## src/core/iefc_pkg.sv

```systemverilog
package iefc_pkg;

  // Register word indices; byte address is four times the index
  localparam int NREG         = 7;
  localparam int REG_GLOBAL   = 0;
  localparam int REG_CTRL_ONE = 1;
  localparam int REG_CTRL_TWO = 2;
  localparam int REG_CTRL_THR = 3;
  localparam int REG_MF_ZERO  = 4;
  localparam int REG_MF_ONE   = 5;
  localparam int REG_MF_TWO   = 6;
  localparam int REG_STATUS   = 7;
  localparam int IDX_W        = 3;

  // Field positions
  localparam int GLOBAL_EN_BIT = 0;
  localparam int CNT_EVEN_FBIT = 5;
  localparam int CNT_ODD_FBIT  = 7;
  localparam int CNT_EVEN_EBIT = 1;
  localparam int CNT_ODD_EBIT  = 3;
  localparam int STAT_WAKE_BIT = 4;

  // Reset values
  localparam logic [7:0] REG_RESET = 8'h00;

  // Vectored sources, listed in ascending vector address (highest priority first)
  localparam int NSRC  = 12;
  localparam int SRC_W = 4;
  localparam int SRC_REG  [NSRC] = '{1, 1, 1, 1, 2, 2, 2, 2, 3, 3, 3, 3};
  localparam int SRC_FBIT [NSRC] = '{4, 5, 7, 6, 4, 5, 6, 7, 4, 5, 6, 7};
  localparam int SRC_EBIT [NSRC] = '{0, 1, 3, 2, 0, 1, 2, 3, 0, 1, 2, 3};
  localparam int NMF = 3;

  // Vector layout
  localparam int PC_W = 12;
  localparam logic [PC_W-1:0] VEC_BASE = 12'h000;
  localparam logic [PC_W-1:0] VEC_STEP = 12'h004;

  typedef enum logic [1:0] {
    PH_IDLE   = 2'b00,
    PH_ENTER  = 2'b01,
    PH_RETURN = 2'b10
  } iefc_phase_e;

  // Peripheral event pulses, one clock each
  typedef struct packed {
    logic       timer_zero;
    logic       timer_one;
    logic       eeprom;
    logic       serial_if;
    logic       timebase;
    logic [5:2] touch;
    logic [5:0] touch_cnt;
  } iefc_evt_s;

  // Requests toward the program sequencer and stack
  typedef struct packed {
    logic            push;
    logic            pop;
    logic            pc_load;
    logic [PC_W-1:0] push_pc;
    logic [PC_W-1:0] pc_addr;
  } iefc_jump_s;

  typedef struct packed {
    logic [NREG-1:0][7:0] regs;
    iefc_phase_e          phase;
    logic [PC_W-1:0]      push_pc;
    logic [PC_W-1:0]      pc_addr;
    logic [SRC_W-1:0]     last_src;
    logic [31:0]          prdata;
  } iefc_state_s;

  // Implemented bits per register and part variant (0 smallest .. 3 largest)
  function automatic logic [7:0] impl_mask(input int variant, input int r);
    logic [7:0] m;
    m = 8'h00;
    case (r)
      REG_GLOBAL:   m = 8'h01;
      REG_CTRL_ONE: m = 8'hFF;
      REG_CTRL_TWO: m = (variant == 0) ? 8'h11 : ((variant == 1) ? 8'h77 : 8'hFF);
      REG_CTRL_THR: m = (variant == 3) ? 8'hFF : 8'h00;
      REG_MF_ZERO:  m = 8'hFF;
      REG_MF_ONE:   m = (variant == 0) ? 8'h00 : ((variant == 1) ? 8'h33 : 8'hFF);
      REG_MF_TWO:   m = (variant == 3) ? 8'hFF : 8'h00;
      default:      m = 8'h00;
    endcase
    return m;
  endfunction

  function automatic logic [PC_W-1:0] vec_addr(input logic [SRC_W-1:0] idx);
    logic [PC_W-1:0] step_no;
    step_no = PC_W'(idx) + 12'h001;
    return PC_W'(VEC_BASE + PC_W'(VEC_STEP * step_no));
  endfunction

endpackage

```

## src/core/iefc_ctrl.sv

```systemverilog
`timescale 1ns/1ps
// Overview of operation
// [RULE_01] Source event always sets its request flag
// [RULE_02] Flag vectors only with its own enable
// [RULE_03] Global enable low blocks every interrupt
// [RULE_04] Entry pushes next instruction address
// [RULE_05] Program counter then loads the vector
// [RULE_06] Return instruction pops saved program counter
// [RULE_07] Taking an interrupt clears global enable
// [RULE_08] Flags still latch while in service
// [RULE_09] Full stack holds off every acknowledgement
// [RULE_10] Software re-enables global bit for nesting
// [RULE_11] Own vectors plus shared multi-function vectors
// [RULE_12] Second control register bit layout
// [RULE_13] Smallest variant third register: timebase only
// [RULE_14] Full third register layout, twelve-key subset
// [RULE_15] Fourth register exists in largest variant
// [RULE_16] Multi-function register: two counter flag pairs
// [RULE_17] Third multi-function register for modules four/five
// [RULE_18] Software preserves reserved multi-function bits
// [RULE_19] Unimplemented bits ignore writes, read zero
// [RULE_20] Shared vector clears only multi-function flag
// [RULE_21] Any set flag wakes the device
// [RULE_22] Own-vector service clears its flag
// [RULE_23] Lowest vector address wins among pending
// [RULE_24] Flags and enables reset to zero
module iefc_ctrl
  import iefc_pkg::*;
#(
  parameter int VARIANT = 3
)
(
  input  wire logic             clk_i,
  input  wire logic             srst_i,
  // APB slave
  input  wire logic             psel_i,
  input  wire logic             penable_i,
  input  wire logic             pwrite_i,
  input  wire logic [11:0]      paddr_i,
  input  wire logic [31:0]      pwdata_i,
  output logic [31:0]           prdata_o,
  output logic                  pready_o,
  output logic                  pslverr_o,
  // Peripheral events
  input  wire iefc_evt_s        evt_i,
  // Program sequencer side
  input  wire logic             boundary_i,
  input  wire logic [PC_W-1:0]  next_pc_i,
  input  wire logic             stack_full_i,
  input  wire logic             return_from_irq_instr_i,
  input  wire logic [PC_W-1:0]  ret_addr_i,
  output iefc_jump_s            jump_o,
  output logic                  wake_o
);

  if (VARIANT < 0 || VARIANT > 3)
  begin : g_bad_variant
    $error("iefc_ctrl: VARIANT must be 0 to 3");
  end

  iefc_state_s          s_q;
  iefc_state_s          s_d;
  logic [NSRC-1:0]      src_evt;
  logic [NSRC-1:0]      req_act;
  logic [NMF-1:0]       mf_evt;
  logic                 pick_any;
  logic [SRC_W-1:0]     pick_idx;
  logic                 take;
  logic                 mapped;
  logic [IDX_W-1:0]     widx;
  logic                 any_flag;
  logic [NREG-1:0][7:0] set_v;
  logic [NREG-1:0][7:0] clr_v;
  logic [NSRC-1:0]      flag_vec;
  logic [NSRC-1:0]      en_vec;
  logic                 apb_wr;

  // Any software write this cycle, used to qualify the checks
  assign apb_wr = psel_i && penable_i && pwrite_i;

  // Address decode: word aligned, eight words
  assign mapped = (paddr_i[11:5] == 7'h00) && (paddr_i[1:0] == 2'b00);
  assign widx   = paddr_i[4:2];

  // A group raises its shared flag when an enabled member fires
  for (genvar g = 0; g < NMF; g++)
  begin : g_mf
    assign mf_evt[g] = (evt_i.touch_cnt[2*g] & s_q.regs[REG_MF_ZERO+g][CNT_EVEN_EBIT])
                     | (evt_i.touch_cnt[2*g+1] & s_q.regs[REG_MF_ZERO+g][CNT_ODD_EBIT]); // RULE_11
  end

  // Event per source, in priority order
  assign src_evt = {evt_i.touch[5], evt_i.touch[4], mf_evt[2], evt_i.timer_one,
                    evt_i.touch[3], evt_i.touch[2], mf_evt[1], evt_i.timebase,
                    mf_evt[0], evt_i.timer_zero, evt_i.eeprom, evt_i.serial_if};

  // Flag gated by its own enable
  for (genvar i = 0; i < NSRC; i++)
  begin : g_src
    assign flag_vec[i] = s_q.regs[SRC_REG[i]][SRC_FBIT[i]];
    assign en_vec[i]   = s_q.regs[SRC_REG[i]][SRC_EBIT[i]];
    assign req_act[i]  = flag_vec[i] & en_vec[i]; // RULE_02
  end

  iefc_prio_pick #(
    .N      (NSRC)
  ) u_pick (
    .req_i  (req_act),
    .any_o  (pick_any),
    .idx_o  (pick_idx)
  );

  // Entry needs the global bit, room on the stack and an idle sequencer
  assign take = (s_q.phase == PH_IDLE) && boundary_i && !return_from_irq_instr_i && pick_any
              && s_q.regs[REG_GLOBAL][GLOBAL_EN_BIT]  // RULE_03
              && !stack_full_i;                       // RULE_09

  // Flags only; enables and reserved bits do not wake
  always_comb
  begin
    any_flag = 1'b0;
    for (int i = 0; i < NSRC; i++)
    begin
      any_flag = any_flag | s_q.regs[SRC_REG[i]][SRC_FBIT[i]];
    end
    for (int g = 0; g < NMF; g++)
    begin
      any_flag = any_flag | s_q.regs[REG_MF_ZERO+g][CNT_EVEN_FBIT] | s_q.regs[REG_MF_ZERO+g][CNT_ODD_FBIT];
    end
  end

  // Next-state logic
  always_comb
  begin
    s_d   = s_q;
    set_v = '0;
    clr_v = '0;

    // Hardware sets, regardless of each flag's own enable or service state
    for (int i = 0; i < NSRC; i++)
    begin
      set_v[SRC_REG[i]][SRC_FBIT[i]] = src_evt[i]; // RULE_01 RULE_08
    end
    for (int g = 0; g < NMF; g++)
    begin
      set_v[REG_MF_ZERO+g][CNT_EVEN_FBIT] = evt_i.touch_cnt[2*g];   // RULE_16 RULE_17
      set_v[REG_MF_ZERO+g][CNT_ODD_FBIT]  = evt_i.touch_cnt[2*g+1]; // RULE_16 RULE_17
    end

    // Sequencer handshake; a return beats a new entry
    s_d.phase = PH_IDLE;
    if (return_from_irq_instr_i)
    begin
      s_d.phase   = PH_RETURN;
      s_d.pc_addr = ret_addr_i; // RULE_06
    end
    else if (take)
    begin
      s_d.phase    = PH_ENTER;
      s_d.push_pc  = next_pc_i;          // RULE_04
      s_d.pc_addr  = vec_addr(pick_idx); // RULE_05 RULE_23
      s_d.last_src = pick_idx;
      // Only the vectored flag clears; member flags of a group stay
      clr_v[SRC_REG[pick_idx]][SRC_FBIT[pick_idx]] = 1'b1; // RULE_20 RULE_22
      clr_v[REG_GLOBAL][GLOBAL_EN_BIT]             = 1'b1; // RULE_07
    end

    // Write, then hardware clear, then set; set wins over any clear
    for (int r = 0; r < NREG; r++)
    begin
      if (psel_i && penable_i && pwrite_i && mapped && (widx == IDX_W'(r)))
      begin
        s_d.regs[r] = pwdata_i[7:0];
      end
      s_d.regs[r] = ((s_d.regs[r] & ~clr_v[r]) | set_v[r]) & impl_mask(VARIANT, r); // RULE_19 RULE_12 RULE_13 RULE_14 RULE_15
    end

    // Read data captured in the setup cycle
    if (psel_i && !penable_i)
    begin
      s_d.prdata = 32'h0000_0000;
      if (mapped && !pwrite_i)
      begin
        if (widx == IDX_W'(REG_STATUS))
        begin
          s_d.prdata[STAT_WAKE_BIT]   = any_flag;
          s_d.prdata[SRC_W-1:0]       = s_q.last_src;
        end
        else
        begin
          s_d.prdata[7:0] = s_q.regs[widx] & impl_mask(VARIANT, int'(widx)); // RULE_19
        end
      end
    end
  end

  // State register; everything clears on reset
  always_ff @(posedge clk_i)
  begin
    if (srst_i)
    begin
      s_q.regs     <= {NREG{REG_RESET}}; // RULE_24
      s_q.phase    <= PH_IDLE;
      s_q.push_pc  <= '0;
      s_q.pc_addr  <= '0;
      s_q.last_src <= '0;
      s_q.prdata   <= 32'h0000_0000;
    end
    else
    begin
      s_q <= s_d;
    end
  end

  // Zero-wait slave; unmapped words answer with an error
  assign pready_o  = 1'b1;
  assign pslverr_o = psel_i && penable_i && !mapped;
  assign prdata_o  = s_q.prdata;

  // Sequencer requests stand for one cycle
  assign jump_o.push    = (s_q.phase == PH_ENTER);
  assign jump_o.pop     = (s_q.phase == PH_RETURN);
  assign jump_o.pc_load = (s_q.phase != PH_IDLE);
  assign jump_o.push_pc = s_q.push_pc;
  assign jump_o.pc_addr = s_q.pc_addr;
  assign wake_o         = any_flag; // RULE_21

  // Checks
  property p_evt_sets_flag;
    @(posedge clk_i) disable iff (srst_i)
    evt_i.timer_zero |=> s_q.regs[REG_CTRL_ONE][7];
  endproperty
  a_evt_sets_flag: assert property (p_evt_sets_flag) else $error("event did not set flag"); // RULE_01

  property p_global_blocks;
    @(posedge clk_i) disable iff (srst_i)
    !s_q.regs[REG_GLOBAL][GLOBAL_EN_BIT] |=> !jump_o.push;
  endproperty
  a_global_blocks: assert property (p_global_blocks) else $error("entry with global disabled"); // RULE_03

  property p_full_blocks;
    @(posedge clk_i) disable iff (srst_i)
    stack_full_i |=> !jump_o.push;
  endproperty
  a_full_blocks: assert property (p_full_blocks) else $error("entry with stack full"); // RULE_09

  property p_push_pc;
    @(posedge clk_i) disable iff (srst_i)
    jump_o.push |-> (jump_o.push_pc == $past(next_pc_i)) && jump_o.pc_load;
  endproperty
  a_push_pc: assert property (p_push_pc) else $error("pushed wrong return address"); // RULE_04

  property p_vector;
    @(posedge clk_i) disable iff (srst_i)
    jump_o.push |-> jump_o.pc_addr == vec_addr($past(pick_idx));
  endproperty
  a_vector: assert property (p_vector) else $error("wrong vector loaded"); // RULE_05

  property p_global_cleared;
    @(posedge clk_i) disable iff (srst_i)
    take |=> !s_q.regs[REG_GLOBAL][GLOBAL_EN_BIT] && jump_o.push ##1 !jump_o.push;
  endproperty
  a_global_cleared: assert property (p_global_cleared) else $error("global enable kept on entry"); // RULE_07

  property p_return;
    @(posedge clk_i) disable iff (srst_i)
    return_from_irq_instr_i |=> jump_o.pop && jump_o.pc_load && (jump_o.pc_addr == $past(ret_addr_i));
  endproperty
  a_return: assert property (p_return) else $error("return did not restore address"); // RULE_06

  property p_wake;
    @(posedge clk_i) disable iff (srst_i)
    (evt_i.timebase && VARIANT >= 0) |=> wake_o;
  endproperty
  a_wake: assert property (p_wake) else $error("flag did not wake"); // RULE_21

  property p_unimpl_zero;
    @(posedge clk_i) disable iff (srst_i)
    (psel_i && !penable_i && !pwrite_i && mapped && widx == IDX_W'(REG_CTRL_THR) && VARIANT != 3)
      |=> prdata_o == 32'h0000_0000;
  endproperty
  a_unimpl_zero: assert property (p_unimpl_zero) else $error("unimplemented register read nonzero"); // RULE_19

  // A flag with its enable low must never lead to an entry
  property p_enable_gate;
    @(posedge clk_i) disable iff (srst_i)
    ((flag_vec & en_vec) == '0) |=> !jump_o.push;
  endproperty
  a_enable_gate: assert property (p_enable_gate) else $error("entry without enabled flag"); // RULE_02

  // No lower-numbered enabled request may be pending when one is taken
  property p_prio;
    @(posedge clk_i) disable iff (srst_i)
    take |-> ((flag_vec & en_vec) & ((NSRC'(1) << pick_idx) - NSRC'(1))) == '0;
  endproperty
  a_prio: assert property (p_prio) else $error("lower priority request taken first"); // RULE_23

  // Serviced flag clears unless a fresh event lands in the same cycle
  property p_own_clears;
    @(posedge clk_i) disable iff (srst_i)
    (take && !src_evt[pick_idx]) |=> !flag_vec[$past(pick_idx)];
  endproperty
  a_own_clears: assert property (p_own_clears) else $error("serviced flag not cleared"); // RULE_22

  // Group member flag survives service of its shared vector
  property p_member_kept;
    @(posedge clk_i) disable iff (srst_i)
    (take && pick_idx == SRC_W'(3) && s_q.regs[REG_MF_ZERO][CNT_EVEN_FBIT] && !apb_wr)
      |=> s_q.regs[REG_MF_ZERO][CNT_EVEN_FBIT];
  endproperty
  a_member_kept: assert property (p_member_kept) else $error("member flag cleared by service"); // RULE_20

  // With global low no entry happens, so flags only accumulate
  property p_flag_held;
    @(posedge clk_i) disable iff (srst_i)
    (!s_q.regs[REG_GLOBAL][GLOBAL_EN_BIT] && !apb_wr) |=> (flag_vec & $past(flag_vec)) == $past(flag_vec);
  endproperty
  a_flag_held: assert property (p_flag_held) else $error("pending flag lost"); // RULE_08

  // Enabled member event raises the shared group flag
  property p_mf_set;
    @(posedge clk_i) disable iff (srst_i)
    (evt_i.touch_cnt[0] && s_q.regs[REG_MF_ZERO][CNT_EVEN_EBIT]) |=> s_q.regs[REG_CTRL_ONE][6];
  endproperty
  a_mf_set: assert property (p_mf_set) else $error("group flag not raised"); // RULE_11

  // Event beats a simultaneous clear or write
  property p_set_wins;
    @(posedge clk_i) disable iff (srst_i)
    evt_i.serial_if |=> s_q.regs[REG_CTRL_ONE][4];
  endproperty
  a_set_wins: assert property (p_set_wins) else $error("serial event lost"); // RULE_01

  // Return cycle never doubles as an entry
  property p_return_first;
    @(posedge clk_i) disable iff (srst_i)
    return_from_irq_instr_i |=> !jump_o.push;
  endproperty
  a_return_first: assert property (p_return_first) else $error("entry during return"); // RULE_06

  // Absent global bits stay zero whatever software writes
  property p_global_bits;
    @(posedge clk_i) disable iff (srst_i)
    1'b1 |-> (s_q.regs[REG_GLOBAL] & ~impl_mask(VARIANT, REG_GLOBAL)) == 8'h00;
  endproperty
  a_global_bits: assert property (p_global_bits) else $error("unimplemented bit stored"); // RULE_19

  // Reset leaves every flag and enable clear
  property p_reset_zero;
    @(posedge clk_i)
    srst_i |=> (s_q.regs == '0) && !wake_o && !jump_o.push;
  endproperty
  a_reset_zero: assert property (p_reset_zero) else $error("state not cleared by reset"); // RULE_24

endmodule

```

## src/core/iefc_prio_pick.sv

```systemverilog
`timescale 1ns/1ps
module iefc_prio_pick
  import iefc_pkg::*;
#(
  parameter int N = 12
)
(
  input  wire logic [N-1:0]         req_i,
  output logic                      any_o,
  output logic [$clog2(N)-1:0]      idx_o
);

  // A single source leaves nothing to arbitrate and a zero-width index
  if (N < 2)
  begin : g_bad_n
    $error("iefc_prio_pick: N must be at least 2");
  end

  // Lowest index wins, so the scan runs from the top down
  always_comb
  begin
    idx_o = '0;
    for (int i = N - 1; i >= 0; i--)
    begin
      if (req_i[i])
      begin
        idx_o = ($clog2(N))'(i);
      end
    end
    any_o = |req_i;
  end

endmodule

```

## config.mk

```make
export PLATFORM = sky130hd
export DESIGN_NAME = iefc_ctrl
export DESIGN_NICKNAME = d
export VERILOG_FILES = /design/src/core/iefc_pkg.sv /design/src/core/iefc_ctrl.sv /design/src/core/iefc_prio_pick.sv
export SDC_FILE = /design/constraint.sdc
export NUM_CORES = 1
export LEC_CHECK = 0
export BUFFER_PORTS_ARGS = -buffer_cell sky130_fd_sc_hd__clkbuf_2
export CORE_UTILIZATION = 51
export DETAILED_ROUTE_END_ITERATION = 16
export PLACE_DENSITY = 0.78
export RECOVER_POWER = 100
export SKIP_CTS_REPAIR_TIMING = 1
export SLEW_MARGIN = 20
export SYNTH_ARGS = -nofsm -noshare
export SYNTH_HDL_FRONTEND = slang
export SYNTH_SLANG_ARGS = --single-unit
```

## constraint.sdc

```tcl
create_clock -name clk_i -period 3.15 [get_ports clk_i]
set_clock_uncertainty 0.1 [all_clocks]
set_input_delay 0.1575 -clock clk_i [delete_from_list [all_inputs] [get_ports clk_i]]
set_output_delay 0.1575 -clock clk_i [all_outputs]
set_load 0.05 [all_outputs]
```

==> summary.md, run 1 <==
| Metric | Value |
|---|---|
| Vias | 4501 |
| Psw | 666 uW |
| Syn Area/Cell | 8.25 um^2 |
| GRT overflow | 0 |
| Setup-failing EPs final | 0 |
| Num CTS Buffers | 9 |
| I/O pins | 153 |
| # DRC | 0 |
| # port buffers | 103 |
| PnR Total Power | 2270 uW |
| Number of cell rows | 35 |
| Sequential fraction of the synthesis area | 36.3% |
| CTS HTree Levels | 3 |
| RePlAce Congestion | 0.913 |
| Fin. Hold Viols | 9 |
| Layout cell share with drive strength beyond 1 | 15.3% |
| Logic pwr share | 14.2% |
| Crit path DAT | 2790 ps |
| Area delta synth->final | 11.8% |
| Max-Slew Margin vs Limit | -23.6% |
| Setup TNS | 0 ps |
| Starting density of the core | 52.4% |
| Most frequent cells in the layout | 87 x dfxtp_1, 85 x nand2_1, 65 x clkbuf_2 |
| Status | finished with violations |
| Area of the multi-input gates | 2470 um^2 |
| Main synth FF type | dfxtp_1 |
| Crit path time final | 2630 ps |
| First-pass GRT wire length | 19200 um |
| Root Driver | clkbuf_8 |
| Synth unique cells | 70 |
| Hpwl dp | 9070 um |
| Worst-path fanout max | 9 |
| Post-synth EDFFs | 0 |
| Register area | 1740 um^2 |
| Clk slew on worst S/H paths | 90 ps |
| Unrepaired setup endpoints after global routing | no |
| # diodes | 0 |
| Clock latency on the worst-skew pair | 370 ps |
| Power per Cell Area | 423 nW/um^2 |
| Clock buffer depth | 2 |
| Commonest non-fill, non-tap cell in the layout | dfxtp_1 |
| Failing checks | negative hold slack, max-capacitance violations, max-slew violations |
| Min-delay worst type | in2reg |
| Crit Path Class | reg2reg |
| Max frequency | 381 MHz |
| Internal Power | 1600 uW |
| Worst Max-Slew Pin Slew | 1850 ps |
| Die Ht | 98.9 um |
| Static leakage | 0.00216 uW |
| Sequential share of power | 50.7% |
| Nets | 752 |
| Max VDD drop | 0.000203 V |
| Dpl ws | 590 ps |
| GR Util All Layers | 25.3% |
| Final worst slack | 525 ps |
| Fin crit share | 83.3% |
| Max Cap Viol | 1 |
| Largest net degree at the start of global routing | 44 |
| Clock power share | 35.1% |
| Die W | 98.9 um |
| Startpoint class of the critical path | register |
| WL final | 12700 um |
| Synth Instances | 581 |
| Core Area | 9150 um^2 |
| Initial antenna violation count | 0 |
| Wirelength per Cell | 16.4 um |
| Vias in the first global route | 3907 |
| Sink Count | 87 |
| Antenna violation net count after detailed routing | 0 |
| Vias per Instance | 5.80 |
| Die area | 9790 um^2 |
| Synth Cell Area | 4790 um^2 |
| End-of-flow core utilization | 58.5% |
| Fin Hold WS | -32.6 ps |
| Worst Path Required | 3310 ps |
| Number of synthesized register bits | 87 |
| Slew Limit Fails | 44 |
| DR iter-0 viols | 353 |
| 1st-pass router iterations | 6 |
| Kind of end point of the critical path | register |
| FILL cells | 810 |
| Yosys warning count | 0 |
| CTS tree | done |
| Async S/R FF share, synth | 0% |
| Sw Share | 29.4% |
## final timing paths
kind	start	cells past startpoint	slack, ps	to
worst max-delay path	flag_vec[7]	7	520	flag_vec[10]
worst min-delay path	ret_addr_i[5]	3	-30	jump_o[5]
worst max register to register	flag_vec[7]	7	520	flag_vec[10]
worst min register to register	s_q[116]	2	350	s_q[116]
## Yosys cell counts, types with 5 or more instances
| cell type | number | area share, % |
|---|---|---|
| a211oi_1 | 5 | 0.78 |
| a21oi_1 | 64 | 6.7 |
| a22o_1 | 6 | 1.1 |
| a22oi_1 | 14 | 2.2 |
| buf_2 | 10 | 1.0 |
| buf_4 | 58 | 9.1 |
| clkbuf_1 | 17 | 1.3 |
| dfxtp_1 | 87 | 36 |
| inv_1 | 14 | 1.1 |
| mux2i_1 | 22 | 4.6 |
| nand2_1 | 85 | 6.7 |
| nand3_1 | 9 | 0.94 |
| nand3b_1 | 11 | 1.7 |
| nor2_1 | 42 | 3.3 |
| nor2b_1 | 10 | 1.3 |
| nor3_1 | 17 | 1.8 |
| o21ai_0 | 11 | 1.1 |
| o221ai_1 | 5 | 0.91 |
| or3_1 | 6 | 0.78 |
## area by class of cell
class	instances	share of cell area, %
timing repair buffer	133	14.0
sequential	87	32.5
multi-input combinational	415	46.1
clock buffer	9	2.31
tap	111	2.59
clock inverter	7	1.49
inverter	14	0.981
## stage by stage
stage	cell area, um^2	instances	hold WS (ps)
2_1_floorplan	4880	604	187
3_3_place_gp	4990	734	281
3_5_place_dp	4990	734	286
4_1_cts	5190	750	-111
5_1_grt	5360	776	0.341
6_report	5360	776	-32.6
## state kept, by name (all words and copies together) (netlist names)
signal,flops
jump_o,24
flag_vec,12
prdata_o,8
s_q,31
en_vec,12
## power by group through the flow
stage | sequential (uW) | clock, uW | combinational [uW]
floorplan | 1160 | 0 | 247
global placement | 1170 | 0 | 293
detailed placement | 1170 | 0 | 297
CTS | 1150 | 810 | 298
global route | 1150 | 860 | 345
finish | 1150 | 796 | 322
## critical path: stages (launching register included)
cell and delay (ps):
dfxtp_1 480, nand2_1 90, a32o_1 250, o21ai_0 360, and2_0 200, ha_1 290, a22o_1 350, o41a_1 400
## cells by family after synthesis
group	share of synthesized area (%)
DFF	36.3
and+or+nand+nor	23.0
adders and majority gates	0.261
AOI/OAI and AO/OA	20.2
buffers and inverters	13.1
muxes	6.94
other	0.157
## layer usage
layer | share of wire [%] | track usage (%) | vias to the layer above
met2 | 47 | 39.8 | 200
met3 | 8.0 | 4.68 | 32
met1 | 42 | 33.6 | 2119
met4 | 3.0 | 11.8 | 0
met5 | 0 | 0 | -
li1 | - | - | 2150
No activity file was read; power rests on OpenSTA's default activity.
==> run 2, diff against run 1 <==
--- a/config.mk
+++ b/config.mk
@@ -6,9 +6,9 @@
 export NUM_CORES = 1
 export LEC_CHECK = 0
 export BUFFER_PORTS_ARGS = -buffer_cell sky130_fd_sc_hd__clkbuf_2
-export CORE_UTILIZATION = 51
+export CORE_UTILIZATION = 46
 export DETAILED_ROUTE_END_ITERATION = 16
-export PLACE_DENSITY = 0.78
+export PLACE_DENSITY = 0.74
 export RECOVER_POWER = 100
 export SKIP_CTS_REPAIR_TIMING = 1
 export SLEW_MARGIN = 20
==> constraint.sdc (replaced) <==
create_clock -name clk_i -period 2.4 [get_ports clk_i]
set_clock_uncertainty 0.1 [all_clocks]
set_input_delay 0.12 -clock clk_i [delete_from_list [all_inputs] [get_ports clk_i]]
set_output_delay 0.12 -clock clk_i [all_outputs]
set_load 0.05 [all_outputs]
==> run 2 against run 1 <==
Against the previous run:
- the run ends with negative hold slack left
- hold slack got worse by 25 ps
- combinational power rose by 41%
- flip-flop and latch count did not move
- power rose by 41%
- global-route usage fell by 0.63 points
- final area rose by 5.6%
- sequential power rose by 31%
- utilization fell by 1.7 points
- critical path depth fell by 4
==> summary.md, run 2 (synthesis gave the netlist of run 1 again) <==
| Metric | Value |
|---|---|
| Clock latency on the worst-skew pair | 360 ps (about the same) |
| Setup-failing EPs final | 0 (unchanged) |
| Min-delay worst type | in2reg |
| Wirelength per Cell | 16.7 um (+2.0%) |
| Worst Path Required | 2180 ps (-1130 ps) |
| Kind of end point of the critical path | output pin |
| RePlAce Congestion | 0.921 (+0.87%) |
| Clk slew on worst S/H paths | 90 ps (about the same) |
| Top routing layer used | met4 |
| CTS HTree Levels | 3 (unchanged) |
| Max frequency | 426 MHz |
| Die W | 104 um (+5.2%) |
| Most frequent CP cell | or4_1 |
| Sequential share of power | 47.0% (-3.7 points) |
| Internal Power | 2320 uW (+45%) |
| Antenna violation net count after detailed routing | 0 (unchanged) |
| FILL cells | 921 (+14%) |
| Static leakage | 0.00228 uW (+5.7%) |
| WL final | 13700 um (+8.0%) |
| Fin Hold WS | -58.0 ps (-25.3 ps) |
| 1st-pass router iterations | 5 (-1) |
| Fin crit share | 97.8% |
| CTS tree | done |
| Nets | 776 (+3.2%) |
| Post-Layout Cell Count | 822 (+5.9%) |
| Worst-path cell chain | or4_1, or4_1, clkbuf_2 |
| Layout cell share with drive strength beyond 1 | 18.0% (+2.7 points) |
| Max-Slew Margin vs Limit | 17.4% (+41 points) |
| Area after DPL | 5150 um^2 (+3.2%) |
| I/O pins | 153 (unchanged) |
| Crit path DAT | 2130 ps (-660 ps) |
| Worst path bufs/invs | 1 (+1) |
| Crit Path Class | reg2out |
| GRT overflow | 0 (unchanged) |
| Max VDD drop | 0.000313 V (+54%) |
| # port buffers | 103 (unchanged) |
| Worst-path fanout max | 6 (-3) |
| Starting density of the core | 48.2% (-4.2 points) |
| Initial antenna violation count | 0 (unchanged) |
| Hpwl dp | 9590 um (+5.8%) |
| Startpoint class of the critical path | register |
| Fin. Hold Viols | 3 (-6) |
| Sw Share | 27.4% (-2.0 points) |
| Clock power share | 38.8% (+3.7 points) |
| Slew Limit Fails | 0 (-100%) |
| Clock buffer depth | 2 (unchanged) |
| Max Cap Viol | 0 (-1) |
| Worst Max-Slew Pin Slew | 1240 ps (-616 ps) |
| Max reg flops | 31 (unchanged) |
| Commonest non-fill, non-tap cell in the layout | nand2_1 |
| # diodes | 0 (unchanged) |
| Top reg by flops | s_q |
| PnR Total Power | 3200 uW (+41%) |
| Die Ht | 104 um (+5.2%) |
| Root Driver | clkbuf_8 |
| Cell count after placement | 772 (+5.2%) |
| Setup TNS | 0 ps (unchanged) |
| Vias per Instance | 5.62 (-3.2%) |
| First-pass GRT wire length | 21200 um (+11%) |
| Design area | 5660 um^2 (+5.6%) |
| Area delta synth->final | 18.0% |
| GR Util All Layers | 24.7% (-0.63 points) |
| Crit path time final | 2350 ps |
| Power per Cell Area | 566 nW/um^2 (+34%) |
| Largest net degree at the start of global routing | 43 (-2.3%) |
| CP peak stage delay | 550 ps (+70 ps) |
| Vias | 4616 (+2.6%) |
| DR WL met2 | 6580 um (+11%) |
| Routed met3 length | 954 um (-6.1%) |
| Number of cell rows | 36 (+2.9%) |
| Largest delay share family, worst path | simple AND/OR/NAND/NOR gates |
| DR iter-0 viols | 430 (+22%) |
| Sink Count | 87 (unchanged) |
| M1 wire length | 5940 um (+11%) |
| Psw | 878 uW (+32%) |
| Most frequent cells in the layout | 85 x nand2_1, 81 x dfxtp_1, 66 x clkbuf_2 |
| Status | finished with violations |
| Vias in the first global route | 4121 (+5.5%) |
| Logic pwr share | 14.2% (about the same) |
| Die area | 10800 um^2 (+11%) |
| Critical path's slowest cell | or4_1 |
| Num CTS Buffers | 9 (unchanged) |
| Core Area | 9950 um^2 (+8.8%) |
| # DRC | 0 (unchanged) |
| Failing checks | negative hold slack |
[run 2: changes by cell type in the layout (fill, tap and decap cells not counted), moves of 3 or more]
cell           before  now
a22oi_1            14   11
a22oi_2             0    3
buf_4               2   13
clkbuf_1           40   43
dfxtp_1            87   81
dfxtp_2             0    6
dlygate4sd3_1      26   34
[run 2: area by class of cell]
class	instances	area (um^2)	area share, %
inverter	14	52.6	0.929
sequential	87	1750	30.9
tap	133	166	2.94
multi-input combinational	415	2490	44.1
timing repair buffer	157	950	16.8
clock buffer	9	124	2.19
clock inverter	7	121	2.15
[run 2: path summary, 6_finish.rpt]
| kind | from | end | slack, ps | cells past startpoint |
|---|---|---|---|---|
| worst max-delay path | flag_vec[6] | wake_o | 50 | 3 |
| worst min register to register | prdata_o[3] | prdata_o[3] | 360 | 2 |
| worst max register to register | flag_vec[4] | flag_vec[10] | 130 | 6 |
| worst min-delay path | evt_i[9] | flag_vec[11] | -60 | 3 |
[run 2: power groups by stage]
stage / Clock, uW / Sequential (uW) / Combinational, uW
finish: 1240 / 1510 / 453
detailed placement: 0 / 1540 / 408
floorplan: 0 / 1530 / 324
global route: 1330 / 1510 / 484
global placement: 0 / 1540 / 403
CTS: 1260 / 1500 / 410
[run 2: per-stage QoR]
step                      util (%)  worst slack [ps]
after global routing          56.8             -19.0
after detailed placement      51.7              7.28
final                         56.8              52.0
after global placement        51.7               110
after CTS                     54.2             0.974
after floorplan                  -              92.1
[run 2: worst register-to-register path: cells and delay by family (launching register included)]
| kind | cells | cell delay [ps] |
|---|---|---|
| AND/OR/NAND/NOR | 1 | 180 |
| AO/OA/AOI/OAI | 4 | 1060 |
| adder cells (fa/ha/maj) | 1 | 310 |
| flip-flops | 1 | 500 |
[run 2: metal layers]
metal / vias to the layer above / GRT usage, %
met4: 0 / 9.08
met2: 215 / 40.0
met3: 22 / 3.95
met5: - / 0
met1: 2189 / 33.0
li1: 2190 / -
==> run 3, diff against run 2 <==
--- a/config.mk
+++ b/config.mk
@@ -5,9 +5,10 @@
 export SDC_FILE = /design/constraint.sdc
 export NUM_CORES = 1
 export LEC_CHECK = 0
-export BUFFER_PORTS_ARGS = -buffer_cell sky130_fd_sc_hd__clkbuf_2
-export CORE_UTILIZATION = 46
+export CORE_MARGIN = 3
+export CORE_UTILIZATION = 58
 export DETAILED_ROUTE_END_ITERATION = 16
+export DONT_BUFFER_PORTS = 1
 export PLACE_DENSITY = 0.74
 export RECOVER_POWER = 100
 export SKIP_CTS_REPAIR_TIMING = 1
==> run 3 against run 2 <==
Against the previous run:
- the run still ends with negative hold slack left
- sequential power rose by 3%
- fmax barely moved
- critical path depth grew 4
- clock power shrank 14%
- die area shrank 13%
- register-to-register slack lost 80 ps
- routed wire length up 3.1%
- via count decreased by 2.4%
- utilization grew 15 points
- setup slack lost 0.58 ps
- combinational power is 28% lower
- critical endpoint is now s_q[33]
- final area barely moved
==> summary.md, run 3 (synthesis gave the netlist of run 1 again) <==
| Metric | Value |
|---|---|
| WL final | 14100 um (+3.1%) |
| Num CTS Buffers | 9 (unchanged) |
| I/O pins | 153 (unchanged) |
| CTS tree | done |
| Layout cell share with drive strength beyond 1 | 8.75% (-9.2 points) |
| Slew Limit Fails | 0 (unchanged) |
| Commonest non-fill, non-tap cell in the layout | dlygate4sd3_1 |
| Largest net degree at the start of global routing | 91 (+110%) |
| Die W | 96.9 um (-6.9%) |
| Startpoint class of the critical path | register |
| Setup-failing EPs final | 0 (unchanged) |
| Wirelength per Cell | 19.1 um (+14%) |
| Failing checks | negative hold slack |
| Crit path time final | 2350 ps (+0.576 ps) |
| Max reg flops | 31 (unchanged) |
| FF-to-FF Start | en_vec[8] |
| Max frequency | 426 MHz (about the same) |
| Fin. Hold Viols | 4 (+1) |
| Fin crit share | 97.9% (about the same) |
| Number of cell rows | 32 (-11%) |
| Area of the multi-input gates | 2490 um^2 (-0.15%) |
| Clock latency on the worst-skew pair | 370 ps (about the same) |
| Worst-path fanout max | 5 (-1) |
| Hpwl dp | 8970 um (-6.4%) |
| Min-delay worst type | in2reg |
| GRT overflow | 0 (unchanged) |
| Initial antenna violation count | 0 (unchanged) |
| GR Util All Layers | 25.5% (+0.86 points) |
| Hold EP | flag_vec[5] |
| Die Ht | 96.9 um (-6.9%) |
| Top reg by flops | s_q |
| Most frequent cells in the layout | 91 x dlygate4sd3_1, 85 x nand2_1, 83 x dfxtp_1 |
| Root Driver | clkbuf_8 |
| Setup TNS | 0 ps (unchanged) |
| FILL cells | 630 (-32%) |
| Worst Path Required | 2610 ps (+430 ps) |
| RR Endpoint | s_q[33] |
| # port buffers | 0 (-100%) |
| Crit Path Class | reg2reg |
| # DRC | 0 (unchanged) |
| Cell count after placement | 634 (-18%) |
| Hold path cells | 2 (-1) |
| Nets | 727 (-6.3%) |
| RePlAce Congestion | 0.953 (+3.5%) |
| Power per Cell Area | 520 nW/um^2 (-8.0%) |
| Sink Count | 87 (unchanged) |
| Die area | 9390 um^2 (-13%) |
| Antenna violation net count after detailed routing | 0 (unchanged) |
| Worst reg2reg path depth | 7 (+1) |
| Fin Hold WS | -29.8 ps (+28.1 ps) |
| # diodes | 0 (unchanged) |
| Crit path DAT | 2550 ps (+420 ps) |
| Vias per Instance | 6.07 (+8.1%) |
| 1st-pass router iterations | 5 (unchanged) |
| Max-Slew Margin vs Limit | 41.8% (+24 points) |
| Vias in the first global route | 3700 (-10%) |
| Worst Max-Slew Pin Slew | 871 ps (-368 ps) |
| Starting density of the core | 60.8% (+13 points) |
| Reg2reg setup slack | 50 ps (-80 ps) |
| Post-Layout Cell Count | 742 (-9.7%) |
| Setup crit start | en_vec[8] |
| Area delta synth->final | 18.1% (about the same) |
| Register area | 1750 um^2 (-0.14%) |
| DR iter-0 viols | 468 (+8.8%) |
| Vias | 4504 (-2.4%) |
| Clock buffer depth | 2 (unchanged) |
| Max VDD drop | 0.000407 V (+30%) |
| CTS HTree Levels | 3 (unchanged) |
| Min-delay src | evt_i[3] |
| PnR Total Power | 2940 uW (-8.0%) |
| Kind of end point of the critical path | register |
| First-pass GRT wire length | 19400 um (-8.8%) |
| Static leakage | 0.00230 uW (+0.97%) |
| Status | finished with violations |
| Max Cap Viol | 0 (unchanged) |
| Core Area | 7890 um^2 (-21%) |
| Clk slew on worst S/H paths | 90 ps (about the same) |
[run 3: per-layer routing]
layer / share of wire (%) / global-route usage [%] / wire [um]
met1: 39 / 33.9 / 5570
met5: 0 / 0 / 0
met4: 2.1 / 8.64 / 292
met3: 11 / 8.72 / 1580
met2: 47 / 38.7 / 6690
[run 3: final cells by class]
cell class	instances	area share (%)
Multi-Input combinational cell	415	44.0
Sequential cell	87	30.9
Timing Repair Buffer	108	18.4
Tap cell	102	2.25
Clock buffer	9	2.19
Clock inverter	7	1.37
Inverter	14	0.928
[run 3: where the power goes]
group / internal (uW) / switching, uW
registers: 1470 / 75.1
clock network: 492 / 578
logic: 134 / 192
[run 3: through the flow]
stage / hold WS (ps) / setup WS (ps) / instance area (um^2) / utilization, %
6_report: -29.8 / 51.4 / 5660 / 71.8
5_1_grt: 4.20 / -34.7 / 5660 / 71.8
4_1_cts: -286 / 48.8 / 4750 / 60.3
3_5_place_dp: 99.7 / 73.7 / 4550 / 57.7
3_3_place_gp: 104 / 135 / 4550 / 57.7
2_1_floorplan: 149 / 92.1 / 4880 / -
[run 3: worst max path at each step]
stage	to	slack, ps	cells after the start
5_1_grt	s_q[33]	-30	7
3_3_place_gp	flag_vec[7]	140	8
2_1_floorplan	flag_vec[10]	90	8
4_1_cts	flag_vec[7]	50	8
3_5_place_dp	flag_vec[7]	70	8
6_report	s_q[33]	50	7
[run 3: critical path, cell delays in order, from the launching register on]
cell and delay (ps):
dfxtp_1 390, a22o_1 270, o21ai_0 160, a21oi_1 100, clkbuf_1 150, or3_1 370, a21oi_1 170, dlygate4sd3_1 560
